**src/logic/xtr_expert_map.vh**
```
/*
 * Register offsets, field positions, reset values and timing figures of the
 * expert tuning register bank.
 * Assumes nothing of its surroundings; definitions only.
 */
`ifndef XTR_EXPERT_MAP_VH
`define XTR_EXPERT_MAP_VH

// ----------------------------------------------------------------------
// Register offsets
// ----------------------------------------------------------------------
`define XTR_ADDR_STARTUP_PLL   8'h32
`define XTR_ADDR_DEMOD_RSSI    8'h33

// ----------------------------------------------------------------------
// Reset values
// ----------------------------------------------------------------------
`define XTR_RST_STARTUP_PLL    8'h48
`define XTR_RST_DEMOD_RSSI     8'h02

// ----------------------------------------------------------------------
// Fields of startup_pll_tuning
// ----------------------------------------------------------------------
`define XTR_OSC_DLY_HI         7
`define XTR_OSC_DLY_LO         6
`define XTR_ASK_MID_BIT        5
`define XTR_FRAC_DIS_BIT       2
`define XTR_LOCK_DLY_HI        1
`define XTR_LOCK_DLY_LO        0

// ----------------------------------------------------------------------
// Fields of demod_rssi_tuning
// ----------------------------------------------------------------------
`define XTR_DUAL_LIM_BIT       7
`define XTR_WIDE_FM_BIT        6
`define XTR_EDGE_WIN_BIT       5
`define XTR_SHORT_TMO_BIT      4
`define XTR_RSSI_MSB_BIT       3
`define XTR_RSSI_FAST_BIT      2
`define XTR_CAP_HI             1
`define XTR_CAP_LO             0

// ----------------------------------------------------------------------
// Timing: step sizes in microseconds and clock rate
// ----------------------------------------------------------------------
`define XTR_CLK_MHZ            10
`define XTR_OSC_STEP_US        256
`define XTR_LOCK_STEP_US       16

// ----------------------------------------------------------------------
// Demodulator delay element counts, per select code
// ----------------------------------------------------------------------
`define XTR_DLY_EL_00          6'h28
`define XTR_DLY_EL_01          6'h0d
`define XTR_DLY_EL_10          6'h14
`define XTR_DLY_EL_11          6'h07

// ----------------------------------------------------------------------
// Timeout in half chips, RSSI bit clocks, settle time constants
// ----------------------------------------------------------------------
`define XTR_TMO_LONG_HALF      3'h7
`define XTR_TMO_SHORT_HALF     3'h5
`define XTR_B5_CLK_SLOW        2'h3
`define XTR_B5_CLK_EVEN        2'h2
`define XTR_B4_CLK_FAST        2'h1
`define XTR_B4_CLK_EVEN        2'h2
`define XTR_SETTLE_TC_SLOW     3'h4
`define XTR_SETTLE_TC_FAST     3'h2

`endif

```
**src/logic/xtr_expert_regs.v**
```verilog
/*
 * Expert tuning register bank: two byte registers written and read over the
 * serial control port's internal register strobes, the startup delay
 * sequencer that they steer, and decoded tuning controls for the PLL,
 * ASK baseband filter, FM demodulator and RSSI converter.
 * Assumes the serial decoder gives synchronous one-cycle strobes and that
 * oscillator-ready and raw PLL lock are synchronous levels.
 */
// Notes on behaviour
// - Two-bit code sets wait after oscillator ready: 256, 512, 768, 1024 us; reset 01.
// - ASK only: baseband filter restarts from zero, or from RSSI mid-range if set.
// - Fractional-PLL disable bit forces integer-only synthesizer division.
// - Two-bit code adds 16, 32, 48 or 64 us after raw PLL lock.
// - Dual-limiter bit makes FSK demodulator use both I and Q limiters.
// - Wide-range bit: clear 200-400 kHz, set 0-600 kHz demodulator input range.
// - Both demodulator bits pick delay line length: 40, 13, 20, 7 elements.
// - Edge window bit: clear uses samples -1,+1; set uses -2,-1,+1,+2.
// - Chip timing check times out after 3.5 chips, or 2.5 when set.
// - RSSI top bits: 3 and 1 clocks when clear, 2 and 2 when set.
// - RSSI settling lasts four time constants, or two when fast bit set.
`timescale 1ns/10ps
`include "xtr_expert_map.vh"

module xtr_expert_regs #(
  parameter OSC_STEP_CYC  = `XTR_OSC_STEP_US * `XTR_CLK_MHZ,
  parameter LOCK_STEP_CYC = `XTR_LOCK_STEP_US * `XTR_CLK_MHZ
) (
  input  wire       clock,
  input  wire       rstn,
  input  wire [7:0] reg_addr,
  input  wire [7:0] reg_wdata,
  input  wire       reg_wr,
  input  wire       reg_rd,
  output reg  [7:0] reg_rdata,
  output reg        reg_rvalid,
  input  wire       startup_req,
  input  wire       osc_ready_flag,
  input  wire       pll_lock_raw,
  input  wire       ask_mode,
  output reg        osc_settled,
  output reg        pll_lock_reported,
  output reg        bb_reset_to_mid,
  output reg        frac_pll_disable,
  output reg        fm_dual_limiter_sel,
  output reg        wide_fm_range_sel,
  output reg  [5:0] demod_delay_elements,
  output reg        edge_window_width_sel,
  output reg  [2:0] chip_timeout_half_chips,
  output reg  [1:0] rssi_bit5_clocks,
  output reg  [1:0] rssi_bit4_clocks,
  output reg  [2:0] rssi_settle_tc,
  output reg  [1:0] rssi_filter_cap_sel
);

  // ----------------------------------------------------------------------
  // Sequencer states
  // ----------------------------------------------------------------------
  localparam ST_IDLE      = 3'h0;
  localparam ST_OSC_WAIT  = 3'h1;
  localparam ST_OSC_DLY   = 3'h2;
  localparam ST_LOCK_WAIT = 3'h3;
  localparam ST_LOCK_DLY  = 3'h4;
  localparam ST_DONE      = 3'h5;

  reg  [7:0]  startup_pll_tuning_r;
  reg  [7:0]  demod_rssi_tuning_r;
  reg  [2:0]  state_r;
  reg  [2:0]  state_nxt;
  reg  [1:0]  osc_code_r;
  reg  [1:0]  lock_code_r;
  reg  [15:0] cnt_r;
  reg  [15:0] cnt_nxt;

  // Wait length in cycles for a two-bit code: (code + 1) steps
  function [15:0] xtr_delay_cycles;
    input [1:0]  code;
    input [31:0] step;
    reg   [31:0] prod;
    begin
      prod = ({30'h0, code} + 32'h1) * step;
      xtr_delay_cycles = prod[15:0];
    end
  endfunction

  // Delay line length for the two demodulator select bits
  function [5:0] xtr_delay_elements;
    input [1:0] sel;
    begin
      case (sel)
        2'h0:    xtr_delay_elements = `XTR_DLY_EL_00;
        2'h1:    xtr_delay_elements = `XTR_DLY_EL_01;
        2'h2:    xtr_delay_elements = `XTR_DLY_EL_10;
        default: xtr_delay_elements = `XTR_DLY_EL_11;
      endcase
    end
  endfunction

  // ----------------------------------------------------------------------
  // Register file
  // ----------------------------------------------------------------------

  // Byte writes at the two documented offsets; other offsets ignored
  always @(posedge clock or negedge rstn) begin
    if (!rstn) begin
      startup_pll_tuning_r <= `XTR_RST_STARTUP_PLL;
      demod_rssi_tuning_r  <= `XTR_RST_DEMOD_RSSI;
    end else if (reg_wr) begin
      if (reg_addr == `XTR_ADDR_STARTUP_PLL)
        startup_pll_tuning_r <= reg_wdata;
      if (reg_addr == `XTR_ADDR_DEMOD_RSSI)
        demod_rssi_tuning_r <= reg_wdata;
    end
  end

  // Registered read answer, one cycle after the strobe; unmapped reads zero
  always @(posedge clock or negedge rstn) begin
    if (!rstn) begin
      reg_rdata  <= 8'h00;
      reg_rvalid <= 1'b0;
    end else begin
      reg_rvalid <= reg_rd;
      if (reg_rd) begin
        case (reg_addr)
          `XTR_ADDR_STARTUP_PLL: reg_rdata <= startup_pll_tuning_r;
          `XTR_ADDR_DEMOD_RSSI:  reg_rdata <= demod_rssi_tuning_r;
          default:               reg_rdata <= 8'h00;
        endcase
      end
    end
  end

  // ----------------------------------------------------------------------
  // Startup delay sequencer
  // ----------------------------------------------------------------------

  // Next state and counter; dropping the request returns to idle
  always @* begin
    state_nxt = state_r;
    cnt_nxt   = cnt_r;
    case (state_r)
      ST_IDLE: begin
        if (startup_req)
          state_nxt = ST_OSC_WAIT;
      end
      ST_OSC_WAIT: begin
        if (osc_ready_flag) begin
          state_nxt = ST_OSC_DLY;
          cnt_nxt   = xtr_delay_cycles(osc_code_r, OSC_STEP_CYC) - 16'h1;
        end
      end
      ST_OSC_DLY: begin
        if (cnt_r == 16'h0)
          state_nxt = ST_LOCK_WAIT;
        else
          cnt_nxt = cnt_r - 16'h1;
      end
      ST_LOCK_WAIT: begin
        if (pll_lock_raw) begin
          state_nxt = ST_LOCK_DLY;
          cnt_nxt   = xtr_delay_cycles(lock_code_r, LOCK_STEP_CYC) - 16'h1;
        end
      end
      ST_LOCK_DLY: begin
        if (!pll_lock_raw)
          state_nxt = ST_LOCK_WAIT;   // Lock lost: restart the extra wait
        else if (cnt_r == 16'h0)
          state_nxt = ST_DONE;
        else
          cnt_nxt = cnt_r - 16'h1;
      end
      ST_DONE: begin
        state_nxt = ST_DONE;
      end
      default: begin
        state_nxt = ST_IDLE;
      end
    endcase
    if (!startup_req) begin
      state_nxt = ST_IDLE;
      cnt_nxt   = 16'h0;
    end
  end

  // State, counter and delay codes captured when a sequence starts
  always @(posedge clock or negedge rstn) begin
    if (!rstn) begin
      state_r     <= ST_IDLE;
      cnt_r       <= 16'h0;
      osc_code_r  <= 2'h1;
      lock_code_r <= 2'h0;
    end else begin
      state_r <= state_nxt;
      cnt_r   <= cnt_nxt;
      if (state_r == ST_IDLE && startup_req) begin
        osc_code_r  <= startup_pll_tuning_r[`XTR_OSC_DLY_HI:`XTR_OSC_DLY_LO];
        lock_code_r <= startup_pll_tuning_r[`XTR_LOCK_DLY_HI:`XTR_LOCK_DLY_LO];
      end
    end
  end

  // Sequencer milestones
  always @(posedge clock or negedge rstn) begin
    if (!rstn) begin
      osc_settled       <= 1'b0;
      pll_lock_reported <= 1'b0;
    end else begin
      osc_settled       <= (state_nxt == ST_LOCK_WAIT) || (state_nxt == ST_LOCK_DLY) ||
                           (state_nxt == ST_DONE);
      pll_lock_reported <= (state_nxt == ST_DONE);
    end
  end

  // ----------------------------------------------------------------------
  // Decoded tuning controls
  // ----------------------------------------------------------------------

  // Each control registered from the tuning bytes
  always @(posedge clock or negedge rstn) begin
    if (!rstn) begin
      bb_reset_to_mid         <= 1'b0;
      frac_pll_disable        <= 1'b0;
      fm_dual_limiter_sel     <= 1'b0;
      wide_fm_range_sel       <= 1'b0;
      demod_delay_elements    <= `XTR_DLY_EL_00;
      edge_window_width_sel   <= 1'b0;
      chip_timeout_half_chips <= `XTR_TMO_LONG_HALF;
      rssi_bit5_clocks        <= `XTR_B5_CLK_SLOW;
      rssi_bit4_clocks        <= `XTR_B4_CLK_FAST;
      rssi_settle_tc          <= `XTR_SETTLE_TC_SLOW;
      rssi_filter_cap_sel     <= 2'h2;
    end else begin
      bb_reset_to_mid       <= ask_mode & startup_pll_tuning_r[`XTR_ASK_MID_BIT];
      frac_pll_disable      <= startup_pll_tuning_r[`XTR_FRAC_DIS_BIT];
      fm_dual_limiter_sel   <= demod_rssi_tuning_r[`XTR_DUAL_LIM_BIT];
      wide_fm_range_sel     <= demod_rssi_tuning_r[`XTR_WIDE_FM_BIT];
      demod_delay_elements  <= xtr_delay_elements(
                                 demod_rssi_tuning_r[`XTR_DUAL_LIM_BIT:`XTR_WIDE_FM_BIT]);
      edge_window_width_sel <= demod_rssi_tuning_r[`XTR_EDGE_WIN_BIT];
      chip_timeout_half_chips <= demod_rssi_tuning_r[`XTR_SHORT_TMO_BIT] ?
                                 `XTR_TMO_SHORT_HALF : `XTR_TMO_LONG_HALF;
      rssi_bit5_clocks      <= demod_rssi_tuning_r[`XTR_RSSI_MSB_BIT] ?
                               `XTR_B5_CLK_EVEN : `XTR_B5_CLK_SLOW;
      rssi_bit4_clocks      <= demod_rssi_tuning_r[`XTR_RSSI_MSB_BIT] ?
                               `XTR_B4_CLK_EVEN : `XTR_B4_CLK_FAST;
      rssi_settle_tc        <= demod_rssi_tuning_r[`XTR_RSSI_FAST_BIT] ?
                               `XTR_SETTLE_TC_FAST : `XTR_SETTLE_TC_SLOW;
      rssi_filter_cap_sel   <= demod_rssi_tuning_r[`XTR_CAP_HI:`XTR_CAP_LO];
    end
  end

endmodule

```
**config.mk**
```make
export PLATFORM = sky130hd
export DESIGN_NAME = xtr_expert_regs
export DESIGN_NICKNAME = d
export VERILOG_FILES = /design/src/logic/xtr_expert_regs.v
export VERILOG_INCLUDE_DIRS = /design/src /design/src/logic
export SDC_FILE = /design/constraint.sdc
export NUM_CORES = 1
export LEC_CHECK = 0
export ABC_AREA = 1
export BUFFER_PORTS_ARGS = -buffer_cell sky130_fd_sc_hd__buf_2
export CAP_MARGIN = 25
export CORE_ASPECT_RATIO = 0.6
export CORE_MARGIN = 1
export CORE_UTILIZATION = 50
export DETAILED_ROUTE_END_ITERATION = 16
export PLACE_DENSITY = 0.84
export SYNTH_ARGS = -nofsm -noshare
export SYNTH_HDL_FRONTEND = slang
export SYNTH_SLANG_ARGS = --single-unit
```
**constraint.sdc**
```tcl
create_clock -name clock -period 2.76 [get_ports clock]
set_input_delay 0.414 -clock clock [delete_from_list [all_inputs] [get_ports clock]]
set_output_delay 0.414 -clock clock [all_outputs]
set_load 0.1 [all_outputs]
```
==> results.txt, run 1 <==
----------------------------------------------------
[Run status]
  Status ... finished clean

[Clock network]
  Total clock sinks ... 68
  Number of buffers inserted during clock tree synthesis ... 9
  Number of gates given a new drive strength after cts ... 0
  Clock tree from TritonCTS ... built
  CTS Root Cell ... sky130_fd_sc_hd__clkbuf_16
  H-tree levels ... 3
  Hold_buf cts ... 0
  Clock transition time at the flip-flop clock pins of the worst setup and hold paths ... 60 ps
  Clk Latency, worst-skew pair ... 330 ps
  Number of buffers on the longest clock path ... 2
  Buffers inserted by post-CTS timing repair ... 0

[Pwr]
  Largest voltage drop on the vdd net ... 490 µV
  Pleak ... 2.15 nW
  P per Cell Area ... 856 nW/µm²
  Overall power ... 0.00356 W

[Finish]
  Share of cells above drive strength 1 ... 0.242
  Count of filler cells inserted in the layout ... 575
  Net count, final ... 507
  Signed area change from the synthesized netlist to the final layout ... 18.2%
  Antenna cells ... 0

[Critical path]
  Critical path endpoint category ... flip-flop
  CP Max Fanout ... 9
  Arrival time reported for the critical path endpoint ... 2140 ps
  CP required ... 2970 ps
  Crit Path Class ... reg -> reg
  Startpoint class of the critical path ... flip-flop

[Synthesis]
  Post-synth top flop ... sky130_fd_sc_hd__dfrtp_1
  Portion of the post-synthesis area used by sequential elements ... 0.488
  Average cell area after synthesis ... 8.39 µm²
  Post-Synthesis Cells ... 419
  Distinct cell type count of the synthesized netlist ... 36
  Number of synthesized flops with an enable pin ... 0
  Yosys Warn Count ... 0
  Leading area contributor after synthesis ... sky130_fd_sc_hd__dfrtp_1
  Fraction of synthesis flops using an asynchronous set or reset pin ... 1.00
  Post-synthesis register bit count ... 68
  Fraction of post-synthesis cell area in the top cell type by area ... 0.413
  Netlist area before placement ... 3520 µm²
  Ranking of synthesized cells by area ... sky130_fd_sc_hd__dfrtp_1 41%, sky130_fd_sc_hd__nand2_1 9.5%, sky130_fd_sc_hd__dfstp_2 7.5%

[Die]
  Die Span Y ... 67.0 µm
  Site row count ... 23
  Die area ... 7380 µm²
  Boundary Pins ... 58
  Initial core utilization ... 0.522
  Chip width ... 110 µm
  Core footprint ... 6730 µm²

[Route]
  Routed Wire Length ... 8.13 mm
  Residual antenna-violating net count after detailed routing ... 0
  Iteration-0 DRC count of the detailed router ... 264
  Vias per inst ... 5.44
  Routed vias ... 3,080
  WL/cell ... 14.4 µm
  TritonRoute pass-1 iters ... 5
  Drc violations ... 0

[Global route]
  Number of antenna violations at the first check in global routing ... 0
  GR Util All Layers ... 0.246
  Overall overflow remaining after global route ... 0
  Largest net degree at the start of global routing ... 43
  Global-route wire length before repair ... 13.3 mm
  Vias in the first global route ... 2,828

[Timing]
  Min cycle time layout ... 1940 ps
  Setup TNS ... 0 ps
  Count of final max-slew check failures ... 0
  Least-Margin Pin Slew ... 892 ps
  Final hold violation count ... 0
  Achievable Freq ... 517 MHz
  Worst clock skew ... 3.96 ps
  Relative slew slack ... 0.405
  # setup viols final ... 0
  Setup repair after global routing missed its margin ... false
  Final Cycle Share ... 0.701

[Flow run]
  Count of max-cap constraint violations ... 0

[Place]
  Buffers on Ports ... 53
  Routability-driven placement congestion ratio ... 0.902
  Half-perimeter wire length after placement ... 5.88 mm

[Hold path]
  Path category of the worst min-delay check ... in -> async

----------------------------------------------------
[cell type report]
type                            instances  area, µm²  area share
Sequential cell                        68       1710       0.412
Multi-Input combinational cell        279       1500       0.360
Timing Repair Buffer                   57        295      0.0710
Clock buffer                           10        229      0.0551
Inverter                               59        224      0.0539
Tap cell                               87        109      0.0262
Clock inverter                          6       90.1      0.0217
[report_power, final]
group / internal [W] / switching, W / total [W]
clock network: 0.000792 / 0.000428 / 0.00122
registers: 0.00112 / 0.000113 / 0.00123
logic: 0.000293 / 0.000813 / 0.00111
total: 0.00220 / 0.00136 / 0.00356
[metrics by stage]
stage / worst slack [ps] / area, µm² / hold slack [ps] / util / instances
global route: 721 / 4160 / 278 / 0.617 / 566
floorplan: 1130 / 3520 / 118 / - / 421
CTS: 871 / 4160 / 231 / 0.617 / 566
finish: 825 / 4160 / 207 / 0.617 / 566
detailed placement: 900 / 3840 / 374 / 0.570 / 550
global placement: 947 / 3840 / 377 / 0.570 / 550
[cell usage in the layout, fill, tap and decap left out, drive strengths merged, types with 3 or more instances in the layout]
cell    count
a21oi       7
a31oi       8
buf        57
clkbuf     10
clkinv      3
conb        4
dfrtp      58
dfstp      10
ha          9
inv        59
nand2      94
nand3      50
nand4       9
nor2       40
nor3        6
o211ai      3
o21ai      40
[Yosys cell counts, types with 2 or more instances]
library cell	number
sky130_fd_sc_hd__dfrtp_1	58
sky130_fd_sc_hd__inv_2	3
sky130_fd_sc_hd__nand4_1	9
sky130_fd_sc_hd__o21ai_1	28
sky130_fd_sc_hd__nor3_2	4
sky130_fd_sc_hd__a31oi_1	8
sky130_fd_sc_hd__nor2_2	3
sky130_fd_sc_hd__inv_1	55
sky130_fd_sc_hd__nor2_1	36
sky130_fd_sc_hd__nand2_1	89
sky130_fd_sc_hd__xor2_1	2
sky130_fd_sc_hd__nor3_1	2
sky130_fd_sc_hd__o211ai_1	3
sky130_fd_sc_hd__buf_4	5
sky130_fd_sc_hd__dfstp_2	10
sky130_fd_sc_hd__nand2_2	3
sky130_fd_sc_hd__nand2_4	2
sky130_fd_sc_hd__ha_1	9
sky130_fd_sc_hd__o21ai_2	5
sky130_fd_sc_hd__buf_2	6
sky130_fd_sc_hd__nand3_1	41
sky130_fd_sc_hd__or2_2	2
sky130_fd_sc_hd__clkbuf_1	3
sky130_fd_sc_hd__conb_1	2
sky130_fd_sc_hd__o21ai_0	7
sky130_fd_sc_hd__a21oi_1	7
sky130_fd_sc_hd__nand3_2	8
[cell families after synthesis]
| family | after synthesis | share of synthesized area |
|---|---|---|
| buffers and inverters | 74 | 0.0893 |
| DFF | 68 | 0.488 |
| AOI/OAI and AO/OA | 60 | 0.0972 |
| adders and majority gates | 9 | 0.0320 |
| other | 2 | 0.00214 |
| xor gates and xnor gates | 3 | 0.00747 |
| and+or+nand+nor | 203 | 0.284 |
[registers in the layout, summed over array words and instances (netlist names)]
name	flops
bb_reset_to_mid	1
chip_timeout_half_chips	1
cnt_r	16
demod_delay_elements	6
demod_rssi_tuning_r	8
edge_window_width_sel	1
fm_dual_limiter_sel	1
frac_pll_disable	1
lock_code_r	2
osc_code_r	2
osc_settled	1
pll_lock_reported	1
reg_rdata	8
reg_rvalid	1
rssi_bit4_clocks	2
rssi_filter_cap_sel	2
rssi_settle_tc	2
startup_pll_tuning_r	8
state_r	3
wide_fm_range_sel	1
[per-layer routing]
| metal | global-route usage | vias to the layer above | part of all wire |
|---|---|---|---|
| met4 | 0.0938 | 0 | 0.015 |
| li1 | - | 1460 | - |
| met2 | 0.352 | 128 | 0.44 |
| met1 | 0.343 | 1472 | 0.46 |
| met3 | 0.0832 | 20 | 0.087 |
| met5 | 0 | - | 0 |
[critical path, stage by stage (launching register included)]
cell	delay [ps]
sky130_fd_sc_hd__dfrtp_1	340
sky130_fd_sc_hd__inv_1	90
sky130_fd_sc_hd__ha_1	250
sky130_fd_sc_hd__nand2_1	170
sky130_fd_sc_hd__nor2_1	90
sky130_fd_sc_hd__nand4_1	100
sky130_fd_sc_hd__nand4_1	420
sky130_fd_sc_hd__nand2_1	240
sky130_fd_sc_hd__nand2_1	110
[final timing paths]
kind	depth (start not counted)	to	slack, ps	startpoint
hold / removal	1	rssi_settle_tc[1]	210	rstn
setup reg to reg	8	cnt_r[10]	820	cnt_r[0]
setup / recovery	8	cnt_r[10]	820	cnt_r[0]
hold reg to reg	0	rssi_filter_cap_sel[1]	380	demod_rssi_tuning_r[1]
min in group clock	3	bb_reset_to_mid	270	ask_mode
max in group asynchronous	2	demod_delay_elements[5]	1760	rstn
(Power assumes the default switching activity.)
==> inputs of run 2 (changes only) <==
--- a/config.mk
+++ b/config.mk
@@ -6,7 +6,7 @@
 export SDC_FILE = /design/constraint.sdc
 export NUM_CORES = 1
 export LEC_CHECK = 0
-export ABC_AREA = 1
+export ABC_AREA = 0
 export BUFFER_PORTS_ARGS = -buffer_cell sky130_fd_sc_hd__buf_2
 export CAP_MARGIN = 25
 export CORE_ASPECT_RATIO = 0.6
==> constraint.sdc (replaced) <==
create_clock -name clock -period 2 [get_ports clock]
set_input_delay 0.3 -clock clock [delete_from_list [all_inputs] [get_ports clock]]
set_output_delay 0.3 -clock clock [all_outputs]
set_load 0.1 [all_outputs]
==> results.txt, run 2 <==
----------------------------------------------------
[Clock network]
  Clock transition time at the flip-flop clock pins of the worst setup and hold paths ... 70 ps (about the same)
  Clock tree from TritonCTS ... built
  Number of buffers inserted during clock tree synthesis ... 9 (unchanged)
  Total clock sinks ... 68 (unchanged)
  CTS Root Cell ... sky130_fd_sc_hd__clkbuf_8
  Clk Latency, worst-skew pair ... 370 ps (+40 ps)
  Number of buffers on the longest clock path ... 2 (unchanged)
  H-tree levels ... 3 (unchanged)

[Finish]
  Top library cells by usage in the layout, fill and taps aside ... 58 x sky130_fd_sc_hd__dfrtp_1, 53 x sky130_fd_sc_hd__buf_2, 37 x sky130_fd_sc_hd__buf_4
  Post-route cell area ... 4310 µm² (+3.7%)
  Signed area change from the synthesized netlist to the final layout ... 28.5%
  Fraction of the core area covered by cells at the end of the flow ... 0.684 (+0.0668)
  Antenna cells ... 0 (unchanged)
  Reg with most FFs ... cnt_r
  Most common cell after layout, fill and taps aside ... sky130_fd_sc_hd__dfrtp_1
  Number of flip-flops in the largest register ... 16 (unchanged)
  Share of cells above drive strength 1 ... 0.419 (+0.177)
  Net count, final ... 434 (-14%)

[Route]
  TritonRoute pass-1 iters ... 5 (unchanged)
  Routed vias ... 2,909 (-5.6%)
  Residual antenna-violating net count after detailed routing ... 0 (unchanged)
  Vias per inst ... 5.94 (+9.1%)
  WL/cell ... 18.6 µm (+29%)
  Drc violations ... 0 (unchanged)
  Routed Wire Length ... 9.09 mm (+12%)
  Iteration-0 DRC count of the detailed router ... 261 (-1.1%)

[Timing]
  Smallest hold slack ... 160 ps (-46.6 ps)
  Setup repair after global routing missed its margin ... true
  Worst clock skew ... 12.8 ps (+8.86 ps)
  Count of final max-slew check failures ... 0 (unchanged)
  Least-Margin Pin Slew ... 624 ps (-268 ps)
  Relative slew slack ... 0.581 (+0.176)
  Achievable Freq ... 466 MHz (-9.9%)
  # setup viols final ... 16 (+16)
  Min cycle time layout ... 2150 ps (+213 ps)
  Final hold violation count ... 0 (unchanged)
  Final Cycle Share ... 1.07 (+0.373)
  Minimum setup slack in the final design ... -148 ps (-973 ps)

[Critical path]
  Reg2Reg Depth ... 6 (-2)
  Arrival time reported for the critical path endpoint ... 2390 ps (+250 ps)
  CP bufs+invs ... 1 (unchanged)
  Startpoint class of the critical path ... flip-flop
  Crit Path Class ... reg -> reg
  Largest stage delay on the critical path ... 570 ps (+150 ps)
  Register-to-register setup slack ... -150 ps (-970 ps)
  Reg2reg end ... cnt_r[12]
  CP delay by family, top ... simple AND/OR/NAND/NOR gates
  CP required ... 2240 ps (-730 ps)
  Worst-path cell chain ... or4_4 -> nor4_4 -> buf_4 -> a21oi_2 -> o32a_1 -> o221a_1
  CP Max Fanout ... 5 (-4)
  Critical path endpoint category ... flip-flop
  Slowest CP cell ... sky130_fd_sc_hd__or4_4
  Critical register-to-register path startpoint ... cnt_r[8]

[Pwr]
  Pleak ... 2.07 nW (-3.7%)
  Switching power share of the total ... 0.350 (-0.0303)
  Switching pwr ... 0.00145 W (+7.3%)
  Internal power contribution ... 0.00270 W (+22%)
  P per Cell Area ... 963 nW/µm² (+12%)
  Part of the power in the clock network ... 0.307 (-0.036)
  Largest voltage drop on the vdd net ... 499 µV (+2.0%)
  Share of power burned in registers ... 0.379 (+0.033)
  Portion of total power attributed to combinational logic ... 0.314 (+0.003)

[Synthesis]
  Number of synthesized flops with an enable pin ... 0 (unchanged)
  Post-Synthesis Cells ... 310 (-26%)
  Portion of the post-synthesis area used by sequential elements ... 0.511 (+0.0233)
  Fraction of synthesis flops using an asynchronous set or reset pin ... 1.00 (unchanged)
  Distinct cell type count of the synthesized netlist ... 62 (+72%)
  Yosys Warn Count ... 0 (unchanged)
  Average cell area after synthesis ... 10.8 µm² (+29%)
  Post-synth top flop ... sky130_fd_sc_hd__dfrtp_1
  Netlist area before placement ... 3360 µm² (-4.6%)
  Ranking of synthesized cells by area ... sky130_fd_sc_hd__dfrtp_1 43%, sky130_fd_sc_hd__dfstp_2 7.8%, sky130_fd_sc_hd__mux2_2 5.4%
  Post-synthesis register bit count ... 68 (unchanged)
  Fraction of post-synthesis cell area in the top cell type by area ... 0.433 (+0.0197)
  Leading area contributor after synthesis ... sky130_fd_sc_hd__dfrtp_1
  Most repeated cell in the gate-level netlist after synthesis ... sky130_fd_sc_hd__dfrtp_1
  Most common library cells after synthesis ... 58 x sky130_fd_sc_hd__dfrtp_1, 23 x sky130_fd_sc_hd__inv_1, 20 x sky130_fd_sc_hd__nand2_1

[Place]
  Half-perimeter wire length after placement ... 6.04 mm (+2.8%)
  Routability-driven placement congestion ratio ... 1.06 (+17%)
  Buffers on Ports ... 53 (unchanged)
  Placed inst area ... 3930 µm² (+2.3%)

[Die]
  Core footprint ... 6300 µm² (-6.4%)
  Die Span Y ... 65.5 µm (-2.2%)
  Initial core utilization ... 0.532 (+0.0102)
  Chip width ... 108 µm (-2.3%)
  Boundary Pins ... 58 (unchanged)
  Die area ... 7050 µm² (-4.5%)
  Site row count ... 22 (-4.3%)

[Global route]
  Overall overflow remaining after global route ... 0 (unchanged)
  GR Util All Layers ... 0.271 (+0.0250)
  Global-route wire length before repair ... 14.0 mm (+5.3%)
  Vias in the first global route ... 2,800 (-0.99%)
  Number of antenna violations at the first check in global routing ... 0 (unchanged)
  Largest net degree at the start of global routing ... 69 (+60%)

[Hold path]
  Count of cells along the worst hold path ... 2
  Path category of the worst min-delay check ... in -> reg
  HP Start ... ask_mode
  Hold Crit Endpoint ... bb_reset_to_mid

[Run status]
  Violated checks ... negative setup slack
  Status ... complete, but fails checks

[Flow run]
  Count of max-cap constraint violations ... 0 (unchanged)

----------------------------------------------------
## run 2: stage by stage
stage,std cells,setup WS [ps],total power [W],TNS (ps)
floorplan,312,-47.0,0.00231,-368
global placement,468,-39.9,0.00269,-139
detailed placement,468,-85.6,0.00271,-597
CTS,487,-108,0.00406,-660
global route,490,-206,0.00430,-2290
finish,490,-148,0.00415,-1250
## run 2: area by class of cell
| cell class | count | area [µm²] |
|---|---|---|
| tap | 84 | 105 |
| fill | 461 | 1990 |
| inverter | 23 | 86.3 |
| clock inverter | 7 | 98.8 |
| sequential | 68 | 1710 |
| timing repair buffer | 95 | 607 |
| multi-input combinational | 204 | 1580 |
| clock buffer | 9 | 124 |
## run 2: logic make-up after synthesis
group | after synthesis | synth area share
AO/OA/AOI/OAI | 76 | 0.161
flip-flops | 68 | 0.511
other | 2 | 0.00224
multiplexers | 24 | 0.0776
adder cells (fa/ha/maj) | 9 | 0.0336
XOR/XNOR | 6 | 0.0157
buffers and inverters | 40 | 0.0556
AND/OR/NAND/NOR | 85 | 0.144
## run 2: worst register-to-register path: cells and delay by family, from the launching register on
kind	cells	cell delay, ps
flops	1	390
compound gates	3	510
simple gates	2	930
buf+inv	1	210
## run 2: how the worst max path moves through the flow
stage,depth (start not counted),startpoint,endpoint,slack (ps)
after detailed placement,6,cnt_r[10],cnt_r[12],-90
after global placement,8,cnt_r[0],cnt_r[3],-40
after CTS,6,cnt_r[10],cnt_r[12],-110
final,6,cnt_r[8],cnt_r[12],-150
after floorplan,6,cnt_r[9],cnt_r[11],-50
after global routing,6,cnt_r[8],cnt_r[12],-210
## run 2: power groups by stage
stage | logic [W] | clock network [W] | registers (W)
detailed placement | 0.00113 | 0 | 0.00159
CTS | 0.00120 | 0.00129 | 0.00157
global route | 0.00137 | 0.00134 | 0.00158
global placement | 0.00111 | 0 | 0.00158
finish | 0.00130 | 0.00128 | 0.00157
floorplan | 0.000582 | 0 | 0.00173
## run 2: what timing repair did
| item | 4_1_cts | 5_1_grt |
|---|---|---|
| hold buffers | 1 | 0 |
| gates resized for setup | 17 | 12 |
| pin swaps | 6 | 7 |
| endpoints found under the setup margin | 15 | 16 |
| setup buffers | 2 | 3 |
| gates cloned | 0 | 0 |
| endpoints found under the hold margin | 58 | 0 |
## run 2: routing by layer
layer | track usage | part of all wire
met1 | 0.372 | 0.44
met2 | 0.401 | 0.45
met3 | 0.0694 | 0.080
met4 | 0.135 | 0.028
met5 | 0 | 0
